<file path="src/cold_load_pkg.sv">
// Constants, register map and settings defaults of the cold load detector
//
// Function
// - Works on fundamental RMS phase magnitudes
// - Comparators release below 97 percent
// - One threshold shared by three phases
// - Low condition needs all phases below
// - High condition needs all phases above
// - Any phase overcurrent releases active immediately
// - Block sampled once per program cycle
// - Unblocked pick-up asserts active, runs timers
// - Blocked pick-up asserts blocked, no timers
// - Late block releases like pick-up end
// - Activate after low held start delay
// - High held to maximum timer releases
// - Minimum timer holds and reclaims active
// - Fall into band ends start-up
// - Zero start delay activates immediately
// - Low ending early discards start timer
// - Band without inrush releases at minimum
// - Inrush during minimum starts maximum timer
// - Readable five-valued condition code
// - Settings take effect while running
// - On and off event strobes
// - Resettable activation and block counters
package cold_load_pkg;

   // ------------------------------------------------------------
   // Widths
   // ------------------------------------------------------------
   localparam int MAG_W = 16;
   localparam int TMR_W = 19;
   localparam int ADR_W = 8;
   localparam int CNT_W = 16;
   localparam int EV_W = 6;

   // ------------------------------------------------------------
   // Hysteresis ratio, release below NUM/DEN of threshold
   // ------------------------------------------------------------
   localparam logic [6:0] HYST_NUM = 7'h61;
   localparam logic [6:0] HYST_DEN = 7'h64;

   // ------------------------------------------------------------
   // Timing, one program-cycle tick is one timer step
   // ------------------------------------------------------------
   localparam int TICK_MS = 5;
   localparam int T_SET_DEF_MS = 10000;
   localparam int T_MAX_DEF_MS = 30000;
   localparam int T_MIN_DEF_MS = 40;
   localparam logic [TMR_W-1:0] T_SET_DEF = TMR_W'(T_SET_DEF_MS / TICK_MS);
   localparam logic [TMR_W-1:0] T_MAX_DEF = TMR_W'(T_MAX_DEF_MS / TICK_MS);
   localparam logic [TMR_W-1:0] T_MIN_DEF = TMR_W'(T_MIN_DEF_MS / TICK_MS);

   // ------------------------------------------------------------
   // Threshold defaults in hundredths of nominal current
   // ------------------------------------------------------------
   localparam logic [MAG_W-1:0] THR_LOW_DEF = 16'h0014;
   localparam logic [MAG_W-1:0] THR_HIGH_DEF = 16'h0078;
   localparam logic [MAG_W-1:0] THR_OVER_DEF = 16'h00C8;

   // ------------------------------------------------------------
   // Register byte offsets
   // ------------------------------------------------------------
   localparam logic [ADR_W-1:0] ADR_CTRL = 8'h00;
   localparam logic [ADR_W-1:0] ADR_STATUS = 8'h04;
   localparam logic [ADR_W-1:0] ADR_LOW_THR = 8'h08;
   localparam logic [ADR_W-1:0] ADR_HIGH_THR = 8'h0C;
   localparam logic [ADR_W-1:0] ADR_OVER_THR = 8'h10;
   localparam logic [ADR_W-1:0] ADR_T_SET = 8'h14;
   localparam logic [ADR_W-1:0] ADR_T_MAX = 8'h18;
   localparam logic [ADR_W-1:0] ADR_T_MIN = 8'h1C;
   localparam logic [ADR_W-1:0] ADR_CNT_ACT = 8'h20;
   localparam logic [ADR_W-1:0] ADR_CNT_BLK = 8'h24;

   // ------------------------------------------------------------
   // Field positions
   // ------------------------------------------------------------
   localparam int CTRL_CLR_ACT = 0;
   localparam int CTRL_CLR_BLK = 1;
   localparam int STS_ACTIVE = 3;
   localparam int STS_BLOCKED = 4;
   localparam int STS_LOW = 5;
   localparam int STS_HIGH = 6;
   localparam int STS_OVER = 7;
   localparam int STS_BLOCK_IN = 8;

   // Event strobe bit positions
   localparam int EV_LOW = 0;
   localparam int EV_HIGH = 1;
   localparam int EV_NORMAL = 2;
   localparam int EV_OVER = 3;
   localparam int EV_ACTIVE = 4;
   localparam int EV_BLOCK = 5;

   // ------------------------------------------------------------
   // Condition codes
   // ------------------------------------------------------------
   localparam logic [2:0] COND_NORMAL = 3'h0;
   localparam logic [2:0] COND_LOW = 3'h1;
   localparam logic [2:0] COND_OVER = 3'h2;
   localparam logic [2:0] COND_ACTIVE = 3'h3;
   localparam logic [2:0] COND_BLOCKED = 3'h4;

endpackage

</file>
<file path="src/cold_load_detector.sv">
// Cold load detector core with classic Wishbone register slave
`timescale 1ns/100ps
module cold_load_detector
   import cold_load_pkg::*;
(
   input wire logic clk_i, // System clock, 200 MHz
   input wire logic rst_i, // Synchronous reset, high
   input wire logic tick_i, // Program-cycle tick pulse
   input wire logic block_i, // Block from blocking matrix
   input wire logic [cold_load_pkg::MAG_W-1:0] mag_l1_i, // Phase 1 RMS
   input wire logic [cold_load_pkg::MAG_W-1:0] mag_l2_i, // Phase 2 RMS
   input wire logic [cold_load_pkg::MAG_W-1:0] mag_l3_i, // Phase 3 RMS
   input wire logic wb_cyc_i, // Bus cycle
   input wire logic wb_stb_i, // Bus strobe
   input wire logic wb_we_i, // Write enable
   input wire logic [cold_load_pkg::ADR_W-1:0] wb_adr_i, // Byte address
   input wire logic [31:0] wb_dat_i, // Write data
   input wire logic [3:0] wb_sel_i, // Byte enables
   output logic [31:0] wb_dat_o, // Read data
   output logic wb_ack_o, // Acknowledge
   output logic cold_load_active_o, // Cold load active
   output logic blocked_o, // Pick-up blocked
   output logic [2:0] condition_o, // Condition code
   output logic [cold_load_pkg::EV_W-1:0] ev_on_o, // Rising event strobes
   output logic [cold_load_pkg::EV_W-1:0] ev_off_o // Falling event strobes
);

   import cold_load_pkg::*;

   typedef enum logic [2:0] {
      st_normal,
      st_delay,
      st_active,
      st_inrush,
      st_finish,
      st_blocked
   } det_state_e;

   det_state_e state_reg;
   logic [MAG_W-1:0] mag_smp [3];
   logic block_smp;
   logic upd1_reg;
   logic upd2_reg;
   logic upd3_reg;
   logic eval_seen_reg;
   logic [2:0] low_ex;
   logic [2:0] high_ex;
   logic [2:0] over_ex;
   logic low_cond;
   logic high_cond;
   logic over_cond;
   logic [TMR_W-1:0] start_cnt;
   logic [TMR_W-1:0] min_cnt;
   logic [TMR_W-1:0] max_cnt;
   logic [TMR_W-1:0] start_next;
   logic [TMR_W-1:0] min_next;
   logic [TMR_W-1:0] max_next;
   logic min_done;
   logic act_inc_reg;
   logic blk_inc_reg;
   logic [MAG_W-1:0] thr_low_reg;
   logic [MAG_W-1:0] thr_high_reg;
   logic [MAG_W-1:0] thr_over_reg;
   logic [TMR_W-1:0] t_set_reg;
   logic [TMR_W-1:0] t_max_reg;
   logic [TMR_W-1:0] t_min_reg;
   logic [CNT_W-1:0] cnt_act_reg;
   logic [CNT_W-1:0] cnt_blk_reg;
   logic clr_act;
   logic clr_blk;
   logic bus_req;
   logic bus_wr;
   logic is_active;
   logic [2:0] cond_next;
   logic [EV_W-1:0] ev_flags;
   logic [EV_W-1:0] ev_prev_reg;
   logic [31:0] status_word;
   logic [31:0] rd_next;

   // ------------------------------------------------------------
   // Helper functions
   // ------------------------------------------------------------
   // Saturating step keeps long holds from wrapping
   function automatic logic [TMR_W-1:0] sat_inc(input logic [TMR_W-1:0] v);
      if (&v) begin
         return v;
      end
      return v + TMR_W'(1);
   endfunction

   // Byte-lane merge for a write
   function automatic logic [31:0] lane_merge(input logic [31:0] old_v, input logic [31:0] new_v,
                                              input logic [3:0] sel);
      logic [31:0] r;
      r = old_v;
      for (int b = 0; b < 4; b++) begin
         if (sel[b]) begin
            r[8*b +: 8] = new_v[8*b +: 8];
         end
      end
      return r;
   endfunction

   // ------------------------------------------------------------
   // Program-cycle sampling
   // ------------------------------------------------------------
   // Inputs frozen at the tick so one cycle sees one block value
   always_ff @(posedge clk_i) begin
      if (rst_i) begin
         mag_smp[0] <= '0;
         mag_smp[1] <= '0;
         mag_smp[2] <= '0;
         block_smp <= 1'b0;
      end else if (tick_i) begin
         mag_smp[0] <= mag_l1_i;
         mag_smp[1] <= mag_l2_i;
         mag_smp[2] <= mag_l3_i;
         block_smp <= block_i;
      end
   end

   // Pipeline of evaluation strobes after a tick
   always_ff @(posedge clk_i) begin
      if (rst_i) begin
         upd1_reg <= 1'b0;
         upd2_reg <= 1'b0;
         upd3_reg <= 1'b0;
         eval_seen_reg <= 1'b0;
      end else begin
         upd1_reg <= tick_i;
         upd2_reg <= upd1_reg;
         upd3_reg <= upd2_reg;
         eval_seen_reg <= eval_seen_reg | upd1_reg; // Comparators hold a real sample
      end
   end

   // ------------------------------------------------------------
   // Threshold comparators
   // ------------------------------------------------------------
   // Every phase sees the same three live thresholds
   for (genvar p = 0; p < 3; p++) begin : g_phase
      thr_hyst #(.MW(MAG_W)) u_low (
         .clk_i(clk_i),
         .rst_i(rst_i),
         .upd_i(upd1_reg),
         .mag_i(mag_smp[p]),
         .thr_i(thr_low_reg),
         .exceed_o(low_ex[p])
      );
      thr_hyst #(.MW(MAG_W)) u_high (
         .clk_i(clk_i),
         .rst_i(rst_i),
         .upd_i(upd1_reg),
         .mag_i(mag_smp[p]),
         .thr_i(thr_high_reg),
         .exceed_o(high_ex[p])
      );
      thr_hyst #(.MW(MAG_W)) u_over (
         .clk_i(clk_i),
         .rst_i(rst_i),
         .upd_i(upd1_reg),
         .mag_i(mag_smp[p]),
         .thr_i(thr_over_reg),
         .exceed_o(over_ex[p])
      );
   end

   // Phase combination of the comparator states
   // Reset comparator state reads as low, so gate it until the first sample
   assign low_cond = eval_seen_reg && ~|low_ex;
   assign high_cond = &high_ex;
   assign over_cond = |over_ex;

   // ------------------------------------------------------------
   // Timers and state machine
   // ------------------------------------------------------------
   assign start_next = sat_inc(start_cnt);
   assign min_next = sat_inc(min_cnt);
   assign max_next = sat_inc(max_cnt);
   // Settings compared live, so a group change acts at once
   assign min_done = (min_next >= t_min_reg);

   always_ff @(posedge clk_i) begin
      if (rst_i) begin
         state_reg <= st_normal;
         start_cnt <= '0;
         min_cnt <= '0;
         max_cnt <= '0;
         act_inc_reg <= 1'b0;
         blk_inc_reg <= 1'b0;
      end else begin
         act_inc_reg <= 1'b0;
         blk_inc_reg <= 1'b0;
         if (upd2_reg) begin
            unique case (state_reg)
               st_normal: begin
                  start_cnt <= '0;
                  if (low_cond) begin
                     if (t_set_reg == '0) begin
                        if (block_smp) begin
                           state_reg <= st_blocked;
                           blk_inc_reg <= 1'b1;
                        end else begin
                           state_reg <= st_active;
                           min_cnt <= '0;
                           act_inc_reg <= 1'b1;
                        end
                     end else begin
                        state_reg <= st_delay;
                     end
                  end
               end
               st_delay: begin
                  if (!low_cond) begin
                     state_reg <= st_normal;
                     start_cnt <= '0;
                  end else if (start_next >= t_set_reg) begin
                     start_cnt <= '0;
                     if (block_smp) begin
                        state_reg <= st_blocked;
                        blk_inc_reg <= 1'b1;
                     end else begin
                        state_reg <= st_active;
                        min_cnt <= '0;
                        act_inc_reg <= 1'b1;
                     end
                  end else begin
                     start_cnt <= start_next;
                  end
               end
               st_active, st_inrush, st_finish: begin
                  min_cnt <= min_next;
                  if (over_cond || block_smp) begin
                     state_reg <= st_normal;
                  end else if (state_reg == st_active) begin
                     if (high_cond) begin
                        state_reg <= st_inrush;
                        max_cnt <= '0;
                     end else if (min_done && !low_cond) begin
                        state_reg <= st_normal;
                     end
                  end else if (state_reg == st_inrush) begin
                     if (!high_cond) begin
                        state_reg <= min_done ? st_normal : st_finish;
                     end else if (max_next >= t_max_reg) begin
                        state_reg <= st_normal;
                     end else begin
                        max_cnt <= max_next;
                     end
                  end else begin
                     // Second inrush keeps the maximum timer running
                     if (high_cond) begin
                        state_reg <= st_inrush;
                     end else if (min_done) begin
                        state_reg <= st_normal;
                     end
                  end
               end
               st_blocked: begin
                  if (!low_cond || !block_smp) begin
                     state_reg <= st_normal;
                  end
               end
            endcase
         end
      end
   end

   // ------------------------------------------------------------
   // Outputs and condition code
   // ------------------------------------------------------------
   assign is_active = (state_reg == st_active) || (state_reg == st_inrush) || (state_reg == st_finish);

   // Priority order of the displayed condition
   always_comb begin
      if (is_active) begin
         cond_next = COND_ACTIVE;
      end else if (state_reg == st_blocked) begin
         cond_next = COND_BLOCKED;
      end else if (over_cond) begin
         cond_next = COND_OVER;
      end else if (low_cond) begin
         cond_next = COND_LOW;
      end else begin
         cond_next = COND_NORMAL;
      end
   end

   // Registered so outputs stay glitch free for the output matrix
   always_ff @(posedge clk_i) begin
      if (rst_i) begin
         cold_load_active_o <= 1'b0;
         blocked_o <= 1'b0;
         condition_o <= COND_NORMAL;
      end else begin
         cold_load_active_o <= is_active;
         blocked_o <= (state_reg == st_blocked);
         condition_o <= cond_next;
      end
   end

   // ------------------------------------------------------------
   // Event strobes
   // ------------------------------------------------------------
   assign ev_flags[EV_LOW] = low_cond;
   assign ev_flags[EV_HIGH] = high_cond;
   assign ev_flags[EV_NORMAL] = (cond_next == COND_NORMAL);
   assign ev_flags[EV_OVER] = over_cond;
   assign ev_flags[EV_ACTIVE] = is_active;
   assign ev_flags[EV_BLOCK] = block_smp;

   // Edges seen once per program cycle, one clock wide
   always_ff @(posedge clk_i) begin
      if (rst_i) begin
         ev_prev_reg <= EV_W'(1) << EV_NORMAL; // Load counts as normal out of reset
         ev_on_o <= '0;
         ev_off_o <= '0;
      end else if (upd3_reg) begin
         ev_prev_reg <= ev_flags;
         ev_on_o <= ev_flags & ~ev_prev_reg;
         ev_off_o <= ~ev_flags & ev_prev_reg;
      end else begin
         ev_on_o <= '0;
         ev_off_o <= '0;
      end
   end

   // ------------------------------------------------------------
   // Occurrence counters
   // ------------------------------------------------------------
   // A count arriving with a clear survives as the first count
   always_ff @(posedge clk_i) begin
      if (rst_i) begin
         cnt_act_reg <= '0;
      end else if (act_inc_reg) begin
         cnt_act_reg <= clr_act ? CNT_W'(1) : cnt_act_reg + CNT_W'(1);
      end else if (clr_act) begin
         cnt_act_reg <= '0;
      end
   end

   always_ff @(posedge clk_i) begin
      if (rst_i) begin
         cnt_blk_reg <= '0;
      end else if (blk_inc_reg) begin
         cnt_blk_reg <= clr_blk ? CNT_W'(1) : cnt_blk_reg + CNT_W'(1);
      end else if (clr_blk) begin
         cnt_blk_reg <= '0;
      end
   end

   // ------------------------------------------------------------
   // Wishbone slave
   // ------------------------------------------------------------
   assign bus_req = wb_cyc_i && wb_stb_i && !wb_ack_o;
   assign bus_wr = bus_req && wb_we_i;
   assign clr_act = bus_wr && (wb_adr_i == ADR_CTRL) && wb_sel_i[0] && wb_dat_i[CTRL_CLR_ACT];
   assign clr_blk = bus_wr && (wb_adr_i == ADR_CTRL) && wb_sel_i[0] && wb_dat_i[CTRL_CLR_BLK];

   // Settings writes, accepted at any time
   always_ff @(posedge clk_i) begin
      if (rst_i) begin
         thr_low_reg <= THR_LOW_DEF;
         thr_high_reg <= THR_HIGH_DEF;
         thr_over_reg <= THR_OVER_DEF;
         t_set_reg <= T_SET_DEF;
         t_max_reg <= T_MAX_DEF;
         t_min_reg <= T_MIN_DEF;
      end else if (bus_wr) begin
         unique case (wb_adr_i)
            ADR_LOW_THR: thr_low_reg <= MAG_W'(lane_merge(32'(thr_low_reg), wb_dat_i, wb_sel_i));
            ADR_HIGH_THR: thr_high_reg <= MAG_W'(lane_merge(32'(thr_high_reg), wb_dat_i, wb_sel_i));
            ADR_OVER_THR: thr_over_reg <= MAG_W'(lane_merge(32'(thr_over_reg), wb_dat_i, wb_sel_i));
            ADR_T_SET: t_set_reg <= TMR_W'(lane_merge(32'(t_set_reg), wb_dat_i, wb_sel_i));
            ADR_T_MAX: t_max_reg <= TMR_W'(lane_merge(32'(t_max_reg), wb_dat_i, wb_sel_i));
            ADR_T_MIN: t_min_reg <= TMR_W'(lane_merge(32'(t_min_reg), wb_dat_i, wb_sel_i));
            default: begin
            end
         endcase
      end
   end

   // Status word shows the live detector state
   always_comb begin
      status_word = '0;
      status_word[2:0] = cond_next;
      status_word[STS_ACTIVE] = is_active;
      status_word[STS_BLOCKED] = (state_reg == st_blocked);
      status_word[STS_LOW] = low_cond;
      status_word[STS_HIGH] = high_cond;
      status_word[STS_OVER] = over_cond;
      status_word[STS_BLOCK_IN] = block_smp;
   end

   // Read decode; unmapped offsets read zero
   always_comb begin
      unique case (wb_adr_i)
         ADR_STATUS: rd_next = status_word;
         ADR_LOW_THR: rd_next = 32'(thr_low_reg);
         ADR_HIGH_THR: rd_next = 32'(thr_high_reg);
         ADR_OVER_THR: rd_next = 32'(thr_over_reg);
         ADR_T_SET: rd_next = 32'(t_set_reg);
         ADR_T_MAX: rd_next = 32'(t_max_reg);
         ADR_T_MIN: rd_next = 32'(t_min_reg);
         ADR_CNT_ACT: rd_next = 32'(cnt_act_reg);
         ADR_CNT_BLK: rd_next = 32'(cnt_blk_reg);
         default: rd_next = 32'h0000_0000;
      endcase
   end

   // One wait state answer; ack drops the cycle after
   always_ff @(posedge clk_i) begin
      if (rst_i) begin
         wb_ack_o <= 1'b0;
         wb_dat_o <= 32'h0000_0000;
      end else begin
         wb_ack_o <= bus_req;
         if (bus_req && !wb_we_i) begin
            wb_dat_o <= rd_next;
         end
      end
   end

endmodule

</file>
<file path="src/thr_hyst.sv">
// Threshold comparator with built-in release hysteresis
`timescale 1ns/100ps
module thr_hyst
   import cold_load_pkg::*;
#(
   parameter int MW = MAG_W
) (
   input wire logic clk_i, // System clock
   input wire logic rst_i, // Synchronous reset
   input wire logic upd_i, // Evaluate this cycle
   input wire logic [MW-1:0] mag_i, // Sampled magnitude
   input wire logic [MW-1:0] thr_i, // Live threshold
   output logic exceed_o // Threshold exceeded
);

   localparam int SW = MW + 7;

   logic [SW-1:0] mag_scaled;
   logic [SW-1:0] thr_scaled;
   logic exceed_reg;

   // ------------------------------------------------------------
   // Scaling
   // ------------------------------------------------------------
   // Cross-multiplied so no divider is needed for the ratio
   assign mag_scaled = SW'(mag_i) * SW'(HYST_DEN);
   assign thr_scaled = SW'(thr_i) * SW'(HYST_NUM);

   // Set above threshold, clear only below the reduced level
   always_ff @(posedge clk_i) begin
      if (rst_i) begin
         exceed_reg <= 1'b0;
      end else if (upd_i) begin
         if (mag_i > thr_i) begin
            exceed_reg <= 1'b1;
         end else if (mag_scaled < thr_scaled) begin
            exceed_reg <= 1'b0;
         end
      end
   end

   assign exceed_o = exceed_reg;

endmodule

</file>
<file path="config.mk">
export PLATFORM = sky130hd
export DESIGN_NAME = cold_load_detector
export DESIGN_NICKNAME = d
export VERILOG_FILES = /design/src/cold_load_pkg.sv /design/src/cold_load_detector.sv /design/src/thr_hyst.sv
export SDC_FILE = /design/constraint.sdc
export NUM_CORES = 2
export LEC_CHECK = 0
export BUFFER_PORTS_ARGS = -buffer_cell sky130_fd_sc_hd__buf_2
export CAP_MARGIN = 20
export CORE_MARGIN = 2
export CORE_UTILIZATION = 45
export DETAILED_ROUTE_END_ITERATION = 16
export GPL_TIMING_DRIVEN = 0
export PLACE_DENSITY = 0.7
export SLEW_MARGIN = 30
export SYNTH_ARGS = -nofsm -noshare
export SYNTH_HDL_FRONTEND = slang
export SYNTH_HIERARCHICAL = 1
export SYNTH_SLANG_ARGS = --single-unit
export TNS_END_PERCENT = 30
</file>
<file path="constraint.sdc">
create_clock -name clk_i -period 7.44 [get_ports clk_i]
set_input_delay 2.232 -clock clk_i [delete_from_list [all_inputs] [get_ports clk_i]]
set_output_delay 2.232 -clock clk_i [all_outputs]
set_load 0.03 [all_outputs]
</file>
==> impl_metrics.toml <==
[setup_path]
critPathMaxStageDelay_ns = 0.96
crit_top_cell = "ha_1"
crit_path_end_kind = "flip-flop"
path_buf_inv = 2
cp.required_ns = 7.89
arrival_ns = 6.13
critPathSlowestCell = "dfxtp_1"
worstPathMaxFanout = 11
cp_cell_sequence = "ha_1, ha_1, ha_1, inv_1, fa_1, inv_1, ha_1, a21o_1, o21ai_0, o211ai_1, a22oi_1, nor4_1, a311oi_1, ha_1, a21oi_1, nand2_1, a2111oi_0, a2bb2oi_1, nand4_1"
critical_path.top_delay_family = "adder cells"
startpoint_type = "flip-flop"
path_class = "flip-flop to flip-flop"

[placed_design]
post-place-ws_ns = 1.821
io_buffers = 121
place.gp.congestion = 0.9548
dpl.hpwl_um = 119000

[power]
p_leak_nw = 30.05
p_per_area_nw_per_um2 = 135.4
ir_drop_mv = 0.1553

[timing]
finalHoldViolations = 0
finalCriticalPeriod_ns = 5.684
finClkSkew_ns = 0.04238
setup_viol = 0
worstMarginPinSlew_ns = 1.128
fmax_ghz = 0.1759
period_share_pct = 76.39
tns_ns = 0
timing.slew.headroom_pct = 24.67
fin_ws_ns = 1.756
rsz0062_at_grt = "no"
final_max_slew_viol_count = 0

[yosys]
synth_cell_types = 118
async_flop_share_pct = 0
ys_seq_area_share_pct = 12.24
ys_ff_latch = 304
synthCells = 6401
yosys_warnings = 6
ys.flop_type = "dfxtp_1"
synth_edf_count = 48
syn-cell-area_um2 = 53630
syn_area_per_cell_um2 = 8.378

[final_layout]
drive_above_1_share_pct = 6.382
layout_common_cells = "1494 x ha_1, 1002 x inv_1, 427 x nand2_1"
final_util_pct = 48.89
final_nets = 8347
largest_register_ffs = 48
regMostFlops = "mag_smp"
syn_to_final_growth_pct = 7.646
final_common_cell = "ha_1"

[flow_run]
drv_cap = 0

[floorplan]
row_count = 126
die_h_um = 349.2
die_w_um = 349.2
core_um2 = 118100
start_util_pct = 45.41
ios = 149
dieArea_um2 = 121900

[status]
status = "finished clean"

[hold_path]
hold_class = "flip-flop to flip-flop"

[clock_tree]
cts_tree = "yes"
h-tree-depth = 2
root_buffer = "clkbuf_16"
post_cts_resized = 0
cts_setup_buffers = 0
clock_sinks = 304
clkSlewWorstSetupHoldPaths_ns = 0.06
clk_latency_ns = 0.61
clk_path_buf_depth = 3
cts_buffers = 38
cts.hold.buffers_added = 0

[grt]
grt_pass1_vias = 45810
grt_first_pass_wirelength_um = 243600
grtUsageTotal_pct = 24.94
antenna_found_initial = 6
grt_max_degree = 29
grt-ovfl-total = 0

[route]
wire_per_inst_um = 18.82
drtAntennaViolNets = 0
viasPerCell = 5.786
drc = 0
dr_total_vias = 47160
drt_pass1_iterations = 6
drt-total-wl_um = 153400
drt_iter0_drc = 3146
[synthesized netlist by cell type, types with 14 or more instances]
| master | number | area [um2] |
|---|---|---|
| nor2_1 | 355 | 1333 |
| a221oi_1 | 14 | 122.6 |
| or2_2 | 15 | 93.84 |
| and2_1 | 63 | 394.1 |
| a21o_1 | 125 | 938.4 |
| o21ai_2 | 14 | 122.6 |
| a21oi_1 | 413 | 2067 |
| nand3b_1 | 15 | 112.6 |
| a31oi_1 | 17 | 106.4 |
| mux2i_1 | 81 | 810.8 |
| a22oi_1 | 34 | 255.2 |
| a211o_1 | 22 | 192.7 |
| a21oi_2 | 14 | 122.6 |
| clkbuf_1 | 83 | 311.6 |
| and3_1 | 73 | 456.7 |
| a211oi_1 | 54 | 405.4 |
| xor2_1 | 139 | 1217 |
| fa_1 | 171 | 3423 |
| ha_1 | 1494 | 18690 |
| and4_1 | 17 | 148.9 |
| nand4_1 | 93 | 581.8 |
| a2111oi_0 | 18 | 157.7 |
| nand2b_1 | 32 | 200.2 |
| o21ai_0 | 176 | 880.8 |
| o311ai_0 | 21 | 183.9 |
| o211ai_1 | 49 | 367.9 |
| or3_1 | 22 | 137.6 |
| o21bai_1 | 21 | 157.7 |
| a2bb2oi_1 | 16 | 140.1 |
| o21a_1 | 61 | 457.9 |
| nand2_1 | 427 | 1603 |
| nand3_1 | 206 | 1031 |
| nor3_1 | 98 | 490.5 |
| a221o_1 | 15 | 150.1 |
| dfxtp_1 | 256 | 5125 |
| nor2b_1 | 50 | 312.8 |
| inv_1 | 1002 | 3761 |
| xnor2_1 | 161 | 1410 |
| o21ai_1 | 34 | 170.2 |
| nor4_1 | 45 | 281.5 |
| edfxtp_1 | 48 | 1441 |
[layer usage]
| layer | track usage, % | wire [um] | vias to the layer above |
|---|---|---|---|
| met4 | 12.07 | 8722 | 0 |
| li1 | - | - | 23080 |
| met1 | 31.83 | 65470 | 22310 |
| met2 | 41.64 | 68720 | 1413 |
| met5 | 0 | 0 | - |
| met3 | 2.938 | 10440 | 363 |
[path summary, 6_finish.rpt]
path / start / end / slack, ns / cells after the start
worst max register to register: thr_over_reg[10] / g_phase[1].u_over/exceed_o / 1.76 / 19
worst min-delay path: ev_prev_reg[2] / ev_on_o[2] / 0.44 / 1
worst min register to register: ev_prev_reg[2] / ev_on_o[2] / 0.44 / 1
worst max-delay path: thr_over_reg[10] / g_phase[1].u_over/exceed_o / 1.76 / 19
[power by group]
part	switching [mW]	internal (mW)	total (mW)
logic	2.19	1.71	3.90
registers	0.174	1.70	1.88
clock network	0.873	1.16	2.04
total	3.24	4.58	7.82
[area by class of cell]
cell class / instances / area, um2
Clock buffer: 46 / 1041
Buffer: 122 / 578.1
Fill cell: 11250 / 60360
Multi-Input combinational cell: 4985 / 42780
Sequential cell: 304 / 6596
Clock inverter: 23 / 315.3
Inverter: 1002 / 3761
Timing Repair Buffer: 130 / 730.7
Tap cell: 1536 / 1922
Antenna cell: 2 / 5.005
[per-stage QoR]
stage | area, um2 | std cells | total power, mW | hold WS [ns]
floorplan | 53670 | 6413 | 4.870 | 0.4096
detailed placement | 56320 | 8076 | 5.780 | 0.4343
finish | 57730 | 8150 | 7.816 | 0.4404
CTS | 57670 | 8145 | 7.841 | 0.4434
global placement | 56200 | 8070 | 5.626 | 0.4325
global route | 57730 | 8150 | 8.527 | 0.4621
[kinds of logic after synthesis]
group,count (synthesis),synth area share (%)
compound gates,1331,17.09
xor+xnor,300,4.900
fa+ha+maj,1665,41.24
buf+inv,1124,8.092
flops,304,12.24
mux,84,1.575
other cells,1,0.006993
simple gates,1592,14.85
[worst register-to-register path, cell delays in order (launching register included)]
cell and delay (ns):
dfxtp_1 0.96, ha_1 0.39, ha_1 0.29, ha_1 0.27, inv_1 0.05, fa_1 0.50, inv_1 0.04, ha_1 0.37
a21o_1 0.20, o21ai_0 0.16, o211ai_1 0.16, a22oi_1 0.30, nor4_1 0.08, a311oi_1 0.30, ha_1 0.32, a21oi_1 0.16
nand2_1 0.07, a2111oi_0 0.62, a2bb2oi_1 0.20, nand4_1 0.11
(Power assumes the default switching activity.)
